===== config.mk =====
export PLATFORM = sky130hd
export DESIGN_NAME = peripheral_reset_clock_gate
export DESIGN_NICKNAME = d
export VERILOG_FILES = /design/src/prcg_pkg.sv /design/src/peripheral_reset_clock_gate.sv
export SDC_FILE = /design/constraint.sdc
export NUM_CORES = 1
export LEC_CHECK = 0
export CAP_MARGIN = 20
export CORE_MARGIN = 2
export CORE_UTILIZATION = 55
export DETAILED_ROUTE_END_ITERATION = 10
export DONT_BUFFER_PORTS = 1
export PLACE_DENSITY = 0.78
export SETUP_SLACK_MARGIN = 0.4
export SYNTH_ARGS = -nofsm -noshare
export SYNTH_HDL_FRONTEND = slang
export SYNTH_SLANG_ARGS = --single-unit

===== constraint.sdc =====
create_clock -name SYS_CLK_I -period 3.1 [get_ports SYS_CLK_I]
set_input_delay 0.31 -clock SYS_CLK_I [delete_from_list [all_inputs] [get_ports SYS_CLK_I]]
set_output_delay 0.31 -clock SYS_CLK_I [all_outputs]
set_load 0.03 [all_outputs]

===== src/prcg_pkg.sv =====
// package for the peripheral reset and clock gate block
// assumes a 32-bit classic wishbone slave on one system clock
`default_nettype none
package prcg_pkg;
   localparam logic [7:0] RST_CTRL_OFS = 8'h0c;
   localparam logic [7:0] CLK_GATE_OFS = 8'h10;
   localparam logic [31:0] RST_CTRL_MASK = 32'h0000_7dff;
   localparam logic [31:0] CLK_GATE_MASK = 32'h0000_1040;
   localparam logic [31:0] RST_CTRL_RESET = 32'h0000_0000;
   localparam logic [31:0] CLK_GATE_RESET = 32'h0000_0000;
   localparam int COMPARATOR_BIT = 14;
   localparam int BASIC_TIMER_BIT = 13;
   localparam int GENERAL_TIMER_BIT = 12;
   localparam int ADVANCED_TIMER_BIT = 11;
   localparam int SERIAL_PERIPH_BIT = 10;
   localparam int CONVERTER_BIT = 8;
   localparam int POWER_IF_BIT = 7;
   localparam int TWO_WIRE_BIT = 6;
   localparam int SECOND_SERIAL_BIT = 5;
   localparam int FIRST_SERIAL_BIT = 4;
   localparam int PORT_B_BIT = 3;
   localparam int PORT_A_BIT = 2;
   localparam int TONE_BIT = 1;
   localparam int ALT_FUNC_BIT = 0;
   localparam int CONVERTER_CLK_BIT = 12;
   localparam int CHECKSUM_CLK_BIT = 6;

   typedef struct packed {
      logic comparator_reset;
      logic basic_timer_reset;
      logic general_timer_reset;
      logic advanced_timer_reset;
      logic serial_periph_reset;
      logic converter_reset;
      logic power_interface_reset;
      logic two_wire_reset;
      logic second_serial_port_reset;
      logic first_serial_port_reset;
      logic port_b_io_reset;
      logic port_a_io_reset;
      logic tone_generator_reset;
      logic alt_function_reset;
   } periph_resets_t;

   typedef struct packed {
      logic converter_clock_enable;
      logic checksum_clock_enable;
   } clock_gates_t;
endpackage : prcg_pkg
`default_nettype wire


===== src/peripheral_reset_clock_gate.sv =====
// peripheral reset lines and fast bus clock gates behind wishbone
// assumes synchronous active-low reset and a single 40 MHz clock
//
// Added by the designer: the Wishbone slave port.
`default_nettype none
module peripheral_reset_clock_gate (
   input wire logic SYS_CLK_I,
   input wire logic RST_B_I,
   input wire logic WB_CYC_I,
   input wire logic WB_STB_I,
   input wire logic WB_WE_I,
   input wire logic [7:0] WB_ADR_I,
   input wire logic [3:0] WB_SEL_I,
   input wire logic [31:0] WB_DAT_I,
   output logic [31:0] WB_DAT_O,
   output logic WB_ACK_O,
   output prcg_pkg::periph_resets_t PERIPH_RESETS_O,
   output prcg_pkg::clock_gates_t CLOCK_GATES_O
);
   logic [31:0] rst_ctrl_ff;
   logic [31:0] clk_gate_ff;
   logic req;
   logic hit_rst;
   logic hit_gate;
   logic [31:0] byte_mask;

   function automatic logic [31:0] lanes(input logic [3:0] sel);
      lanes = {{8{sel[3]}}, {8{sel[2]}}, {8{sel[1]}}, {8{sel[0]}}};
   endfunction : lanes

   function automatic logic [31:0] merge(input logic [31:0] old,
      input logic [31:0] wd, input logic [31:0] bm,
      input logic [31:0] rm);
      merge = ((old & ~bm) | (wd & bm)) & rm;
   endfunction : merge

   assign req = WB_CYC_I & WB_STB_I & ~WB_ACK_O;
   assign hit_rst = WB_ADR_I == prcg_pkg::RST_CTRL_OFS;
   assign hit_gate = WB_ADR_I == prcg_pkg::CLK_GATE_OFS;
   assign byte_mask = lanes(WB_SEL_I);

   ////////////////////////////////////////////////////////////////////////
   // bus answer: one wait state, ack for one cycle, unmapped reads zero
   always_ff @(posedge SYS_CLK_I) begin
      if (!RST_B_I) begin
         WB_ACK_O <= 1'b0;
      end else begin
         WB_ACK_O <= req;
      end
   end

   always_ff @(posedge SYS_CLK_I) begin
      if (!RST_B_I) begin
         WB_DAT_O <= 32'h0000_0000;
      end else if (req && !WB_WE_I) begin
         if (hit_rst) begin
            WB_DAT_O <= rst_ctrl_ff;
         end else if (hit_gate) begin
            WB_DAT_O <= clk_gate_ff;
         end else begin
            WB_DAT_O <= 32'h0000_0000;
         end
      end
   end

   ////////////////////////////////////////////////////////////////////////
   // control registers; reserved bits are forced to zero
   always_ff @(posedge SYS_CLK_I) begin
      if (!RST_B_I) begin
         rst_ctrl_ff <= prcg_pkg::RST_CTRL_RESET;
      end else if (req && WB_WE_I && hit_rst) begin
         rst_ctrl_ff <= merge(rst_ctrl_ff, WB_DAT_I, byte_mask,
            prcg_pkg::RST_CTRL_MASK);
      end
   end

   always_ff @(posedge SYS_CLK_I) begin
      if (!RST_B_I) begin
         clk_gate_ff <= prcg_pkg::CLK_GATE_RESET;
      end else if (req && WB_WE_I && hit_gate) begin
         clk_gate_ff <= merge(clk_gate_ff, WB_DAT_I, byte_mask,
            prcg_pkg::CLK_GATE_MASK);
      end
   end

   ////////////////////////////////////////////////////////////////////////
   // registered outputs, one cycle behind the register bits
   always_ff @(posedge SYS_CLK_I) begin
      if (!RST_B_I) begin
         PERIPH_RESETS_O <= '0;
      end else begin
         PERIPH_RESETS_O.comparator_reset <=
            rst_ctrl_ff[prcg_pkg::COMPARATOR_BIT];
         PERIPH_RESETS_O.basic_timer_reset <=
            rst_ctrl_ff[prcg_pkg::BASIC_TIMER_BIT];
         PERIPH_RESETS_O.general_timer_reset <=
            rst_ctrl_ff[prcg_pkg::GENERAL_TIMER_BIT];
         PERIPH_RESETS_O.advanced_timer_reset <=
            rst_ctrl_ff[prcg_pkg::ADVANCED_TIMER_BIT];
         PERIPH_RESETS_O.serial_periph_reset <=
            rst_ctrl_ff[prcg_pkg::SERIAL_PERIPH_BIT];
         PERIPH_RESETS_O.converter_reset <=
            rst_ctrl_ff[prcg_pkg::CONVERTER_BIT];
         PERIPH_RESETS_O.power_interface_reset <=
            rst_ctrl_ff[prcg_pkg::POWER_IF_BIT];
         PERIPH_RESETS_O.two_wire_reset <=
            rst_ctrl_ff[prcg_pkg::TWO_WIRE_BIT];
         PERIPH_RESETS_O.second_serial_port_reset <=
            rst_ctrl_ff[prcg_pkg::SECOND_SERIAL_BIT];
         PERIPH_RESETS_O.first_serial_port_reset <=
            rst_ctrl_ff[prcg_pkg::FIRST_SERIAL_BIT];
         PERIPH_RESETS_O.port_b_io_reset <=
            rst_ctrl_ff[prcg_pkg::PORT_B_BIT];
         PERIPH_RESETS_O.port_a_io_reset <=
            rst_ctrl_ff[prcg_pkg::PORT_A_BIT];
         PERIPH_RESETS_O.tone_generator_reset <=
            rst_ctrl_ff[prcg_pkg::TONE_BIT];
         PERIPH_RESETS_O.alt_function_reset <=
            rst_ctrl_ff[prcg_pkg::ALT_FUNC_BIT];
      end
   end

   always_ff @(posedge SYS_CLK_I) begin
      if (!RST_B_I) begin
         CLOCK_GATES_O <= '0;
      end else begin
         CLOCK_GATES_O.converter_clock_enable <=
            clk_gate_ff[prcg_pkg::CONVERTER_CLK_BIT];
         CLOCK_GATES_O.checksum_clock_enable <=
            clk_gate_ff[prcg_pkg::CHECKSUM_CLK_BIT];
      end
   end
endmodule : peripheral_reset_clock_gate
`default_nettype wire


==> results of run 1 <==
synth_stat cells (2+ instances only):
master | instances | area [sq um]
and4b_1 | 2 | 20.0
and4bb_2 | 2 | 25.0
buf_4 | 18 | 135
clkbuf_1 | 6 | 22.5
dfxtp_1 | 47 | 941
inv_1 | 16 | 60.1
mux2i_1 | 16 | 160
nand2_1 | 30 | 113
nand3_1 | 3 | 15.0
nand4_1 | 3 | 18.8
nand4_4 | 2 | 42.5
o2bb2ai_1 | 12 | 105
layer usage:
| metal | track usage | share of wire | vias up |
|---|---|---|---|
| li1 | - | - | 519 |
| met1 | 0.202 | 0.36 | 511 |
| met2 | 0.320 | 0.55 | 53 |
| met3 | 0.0682 | 0.074 | 8 |
| met4 | 0.124 | 0.013 | 0 |
| met5 | 0 | 0 | - |
worst reg2reg max path: cells and delay by family, from the launching register on:
kind             cells  cell delay (ns)
AND/OR/NAND/NOR      2             0.76
flip-flops           1             0.57
AO/OA/AOI/OAI        1             0.18
where the power goes:
| group | internal, W | switching, W | total (W) |
|---|---|---|---|
| registers | 0.000605 | 0.00000167 | 0.000606 |
| logic | 0.00000737 | 0.0000399 | 0.0000473 |
| clock network | 0.000195 | 0.000189 | 0.000384 |
| total | 0.000807 | 0.000231 | 0.00104 |
through the flow:
step | hold WS [ns] | std cells | utilization | worst slack, ns
global placement | 0.431 | 203 | 0.558 | 1.59
global route | 0.0490 | 211 | 0.587 | 1.40
CTS | 0.0451 | 211 | 0.587 | 1.48
detailed placement | 0.445 | 203 | 0.558 | 1.51
finish | 0.0681 | 211 | 0.587 | 1.51
floorplan | 0.422 | 184 | - | 1.68
final timing paths:
check,depth (start not counted),from,to
setup / recovery,3,WB_ACK_O$_SDFF_PN0_,WB_DAT_O[13]$_SDFFE_PN0P_
hold / removal,2,WB_DAT_I[7],register
setup reg to reg,3,WB_ACK_O$_SDFF_PN0_,WB_DAT_O[13]$_SDFFE_PN0P_
hold reg to reg,2,register,CLOCK_GATES_O[0]$_SDFF_PN0_
logic make-up (layout without fill, tap and decap cells):
| logic type | count (synthesis) | count (layout) | synth area share |
|---|---|---|---|
| mux | 16 | 16 | 0.0914 |
| simple gates | 48 | 48 | 0.170 |
| buf+inv | 41 | 24 | 0.131 |
| other cells | 1 | 18 | 0.00214 |
| flops | 47 | 47 | 0.537 |
| compound gates | 14 | 14 | 0.0692 |
area by class of cell:
type	count	area (sq um)
flip-flops and latches	47	941
fillers	285	1260
inverters	16	60.1
clock buffers	6	51.3
well taps	44	55.1
clock inverters	2	38.8
multi-input cells	96	647
==> impl_summary.log, run 1 <==
[metrics] worst path cell trace: nand4bb_1, and2_1, o2bb2ai_1
[metrics] count of unresolved DRC violations after routing: 0
[metrics] Crit path max-delay family: simple AND/OR/NAND/NOR gates
[metrics] Unique masters post-synth: 22
[metrics] Clock transition at path regs: 0.14 ns
[metrics] Row Count: 20
[metrics] final period utilization: 0.511
[metrics] count of maximum capacitance violations: 0
[metrics] Yosys warning total: 0
[metrics] count of buffers inserted at the top-level ports: 0
[metrics] element type at the critical path end: register
[metrics] clk buf depth: 2
[metrics] total of flip-flops plus latches after synthesis: 47
[metrics] Setup TNS: 0 ns
[metrics] total global-route track usage: 0.191
[metrics] core area: 0.00305 sq mm
[metrics] Initial Util: 0.574
[metrics] number of sinks handled by clock tree synthesis: 47
[metrics] Syn Area/Cell: 10.5 sq um
[metrics] wire length of the first global-routing pass: 4.84 mm
[metrics] slowest stage cell on the critical path: dfxtp_1
[metrics] critical path arrival: 1.87 ns
[metrics] Slew @ Worst Pin: 0.501 ns
[metrics] maximum vdd ir drop: 369 uV
[metrics] largest incremental delay on the critical path: 0.57 ns
[metrics] buffer count from post-CTS setup fixing: 0
[metrics] Power Dens Cells: 579 mW/mm^2
[metrics] most frequent standard cell in the layout excluding fill and tap cells: dfxtp_1
[metrics] horizontal die dimension: 60.5 microns
[metrics] clock latency at the later pin of the worst-skew pair: 0.36 ns
[metrics] Antenna Diode Count: 0
[metrics] final setup skew: 0.0111 ns
[metrics] dpl cell area: 0.00170 sq mm
[metrics] critical path class: register to register
[metrics] Post-synth EDFFs: 0
[metrics] antenna violations before repair: 0
[metrics] kind of start point of the critical path: register
[metrics] maximum number of pins on one net before global-route repair: 35
[metrics] Pwr Total: 0.00104 W
[metrics] number of hold violations in the final report: 0
[metrics] post-route design area: 0.00179 sq mm
[metrics] GPL Wtd Cong: 0.747
[metrics] Post-layout nets: 215
[metrics] average wire per cell in the routed design: 15.5 microns
[metrics] number of setup violations in the final report: 0
[metrics] clock root cell: clkbuf_4
[metrics] number of global-route vias before repair: 1073
[metrics] peak fanout along the critical path: 12
[metrics] post-detailed-routing wire length: 3.27 mm
[metrics] number of search-and-repair iterations in the first detailed-routing pass: 4
[metrics] Max Transition Viols Final: 0
[metrics] clock tree from TritonCTS: done
[metrics] share of the yosys chip area belonging to registers: 0.537
[metrics] internal reg-to-reg setup slack: 1.51 ns
[metrics] unrepaired setup endpoints after global routing: no
[metrics] CP bufs+invs: 0
[metrics] average via count per standard cell: 5.17
[metrics] Data required, critical path: 3.38 ns
[metrics] commonest non-fill, non-tap cells in the layout: 47 x dfxtp_1, 30 x nand2_1, 18 x conb_1
[metrics] minimum clock period: 1.59 ns
[metrics] placed wire-length estimate: 2.43 mm
[metrics] First DRT Iteration DRCs: 65
[metrics] relative area change from synthesis to final layout: 2.28%
[metrics] TritonCTS buffer count: 5
[metrics] die outline height: 60.5 microns
[metrics] number of standard cells after synthesis: 167
[metrics] Static Leakage: 0.910 nW
[metrics] # resized after CTS: 0
[metrics] count of hold-fix buffers inserted at cts: 0
[metrics] number of routed nets with antenna violations: 0
[metrics] most used flip-flop cell after synthesis: dfxtp_1
[metrics] async set or reset register ratio after synthesis: 0
[metrics] outcome: completed
[metrics] total via count after detailed routing: 1091
[metrics] count of H-tree levels built during CTS: 2
[metrics] min-delay worst type: input pin to register
[metrics] number of I/O pins: 98
[metrics] worst max-slew margin expressed relative to the limit: 0.661
[metrics] Die ar.: 0.00365 sq mm
[metrics] overall overflow remaining after global route: 0
[metrics] Mapped Area: 0.00175 sq mm
[metrics] highest clock rate: 631 MHz
[metrics] layout cells sized above 1: 0.0838
No activity file was read; power rests on OpenSTA's default activity.
==> run 2: changes to the inputs <==
PLACE_DENSITY = 0.81   (was 0.78)
clock period = 1.4 ns   (was 3.1 ns; I/O delays follow)
==> run 2 against run 1 <==
The flow now finishes with violations (hold timing). Worst hold slack got worse by 0.15 ns. Sequential cell count is the same. Count of clock-buffer cells in the layout is 1 higher. Clock skew is essentially flat. Non-clock buffer count rose by 19. Largest power group unchanged.
==> impl_summary.log, run 2 (same netlist as run 1, synthesis figures left out) <==
[metrics] overall overflow remaining after global route: 0
[metrics] outcome: finished, violations left
[metrics] post-detailed-routing wire length: 3.50 mm
[metrics] worst max-slew margin expressed relative to the limit: 0.602
[metrics] antenna violations before repair: 0
[metrics] final period utilization: 0.902
[metrics] Crit path max-delay family: simple AND/OR/NAND/NOR gates
[metrics] Slew @ Worst Pin: 0.591 ns
[metrics] number of setup violations in the final report: 0
[metrics] maximum vdd ir drop: 762 uV
[metrics] Post-layout nets: 234
[metrics] unrepaired setup endpoints after global routing: yes
[metrics] number of sinks handled by clock tree synthesis: 47
[metrics] count of hold-fix buffers inserted at cts: 15
[metrics] clock latency at the later pin of the worst-skew pair: 0.36 ns
[metrics] total global-route track usage: 0.200
[metrics] peak fanout along the critical path: 8
[metrics] GPL Wtd Cong: 0.767
[metrics] sequential cell area in the final layout: 982 sq um
[metrics] layout filler cell count: 244
[metrics] number of hold violations in the final report: 45
[metrics] wire length of the first global-routing pass: 5.20 mm
[metrics] Row Count: 20
[metrics] placed wire-length estimate: 2.37 mm
[metrics] die outline height: 60.5 microns
[metrics] TritonCTS buffer count: 5
[metrics] count of unresolved DRC violations after routing: 0
[metrics] Clock transition at path regs: 0.13 ns
[metrics] Max Transition Viols Final: 0
[metrics] Pwr Total: 0.00238 W
[metrics] critical path class: register to register
[metrics] min-delay worst type: input pin to register
[metrics] post-route design area: 0.00204 sq mm
[metrics] slowest stage cell on the critical path: dfxtp_4
[metrics] Initial Util: 0.574
[metrics] highest clock rate: 792 MHz
[metrics] final setup skew: 0.0109 ns
[metrics] Antenna Diode Count: 0
[metrics] Data required, critical path: 1.64 ns
[metrics] Setup TNS: 0 ns
[metrics] hold_ws: -0.0807 ns
[metrics] Power Dens Cells: 1170 mW/mm^2
[metrics] number of routed nets with antenna violations: 0
[metrics] horizontal die dimension: 60.5 microns
[metrics] largest incremental delay on the critical path: 0.37 ns
[metrics] layout cells sized above 1: 0.274
[metrics] count of maximum capacitance violations: 0
[metrics] number of global-route vias before repair: 1121
[metrics] area occupied by multi-input gates: 663 sq um
[metrics] total via count after detailed routing: 1174
[metrics] clock root cell: clkbuf_4
[metrics] First DRT Iteration DRCs: 49
[metrics] Static Leakage: 1.03 nW
[metrics] dpl cell area: 0.00173 sq mm
[metrics] clock tree from TritonCTS: done
[metrics] element type at the critical path end: register
[metrics] maximum number of pins on one net before global-route repair: 35
[metrics] number of search-and-repair iterations in the first detailed-routing pass: 4
[metrics] critical path arrival: 1.51 ns
[metrics] average via count per standard cell: 5.10
[metrics] kind of start point of the critical path: register
[metrics] violations in the final reports: hold timing
[metrics] Die ar.: 0.00365 sq mm
[metrics] minimum clock period: 1.26 ns
[metrics] CP bufs+invs: 0
[metrics] count of buffers inserted at the top-level ports: 0
[metrics] clk buf depth: 2
[metrics] relative area change from synthesis to final layout: 16.4%
[metrics] core area: 0.00305 sq mm
[metrics] worst path cell trace: and4b_2, nand4_4, mux2i_1
[metrics] average wire per cell in the routed design: 15.2 microns
[metrics] count of H-tree levels built during CTS: 2
[metrics] commonest non-fill, non-tap cells in the layout: 30 x dfxtp_2, 30 x nand2_1, 18 x conb_1
[metrics] number of I/O pins: 98
run 2: changes by cell type in the layout (fill, tap and decap cells not counted), sizes merged:
cell	delta
dlygate4sd3	+15
inv	-1
clkbuf	+1
buf	+4
run 2: power breakdown:
part,leakage (nW),switching (W),internal [W]
Combinational,0.582,0.000102,0.0000514
Sequential,0.395,0.000000951,0.00134
Clock,0.0506,0.000406,0.000486
run 2: metal layers:
| metal | part of all wire | up-vias | track usage |
|---|---|---|---|
| li1 | - | 562 | - |
| met1 | 0.38 | 546 | 0.207 |
| met2 | 0.52 | 55 | 0.359 |
| met3 | 0.077 | 11 | 0.0810 |
| met4 | 0.024 | 0 | 0.0870 |
| met5 | 0 | - | 0 |
run 2: worst paths after layout:
| path | slack, ns | to | depth (start not counted) | start |
|---|---|---|---|---|
| setup / recovery | 0.14 | register | 3 | WB_ACK_O$_SDFF_PN0_ |
| hold / removal | -0.08 | register | 2 | RST_B_I |
| setup reg to reg | 0.14 | register | 3 | WB_ACK_O$_SDFF_PN0_ |
| hold reg to reg | 0.46 | PERIPH_RESETS_O[12]$_SDFF_PN0_ | 2 | register |
run 2: cell type report:
type,count,share of cell area
Timing Repair Buffer,19,0.0901
Tap cell,44,0.0270
Sequential cell,47,0.481
Multi-Input combinational cell,96,0.325
Clock inverter,1,0.0147
Inverter,16,0.0294
Clock buffer,7,0.0325
run 2: metrics by stage:
stage,std cells,setup slack (ns),util,hold WS [ns]
after floorplan,184,0.203,-,0.279
after global routing,230,0.0850,0.668,-0.108
after CTS,230,0.138,0.668,-0.0887
after global placement,205,0.121,0.566,0.282
final,230,0.138,0.668,-0.0807
after detailed placement,205,0.0414,0.566,0.286
run 2: what timing repair did:
action	in CTS	in global routing
gates resized for setup	33	0
pin swaps	0	0
setup endpoints to repair	61	31
hold endpoints to repair	47	46
gates cloned	0	0
setup buffers	2	0
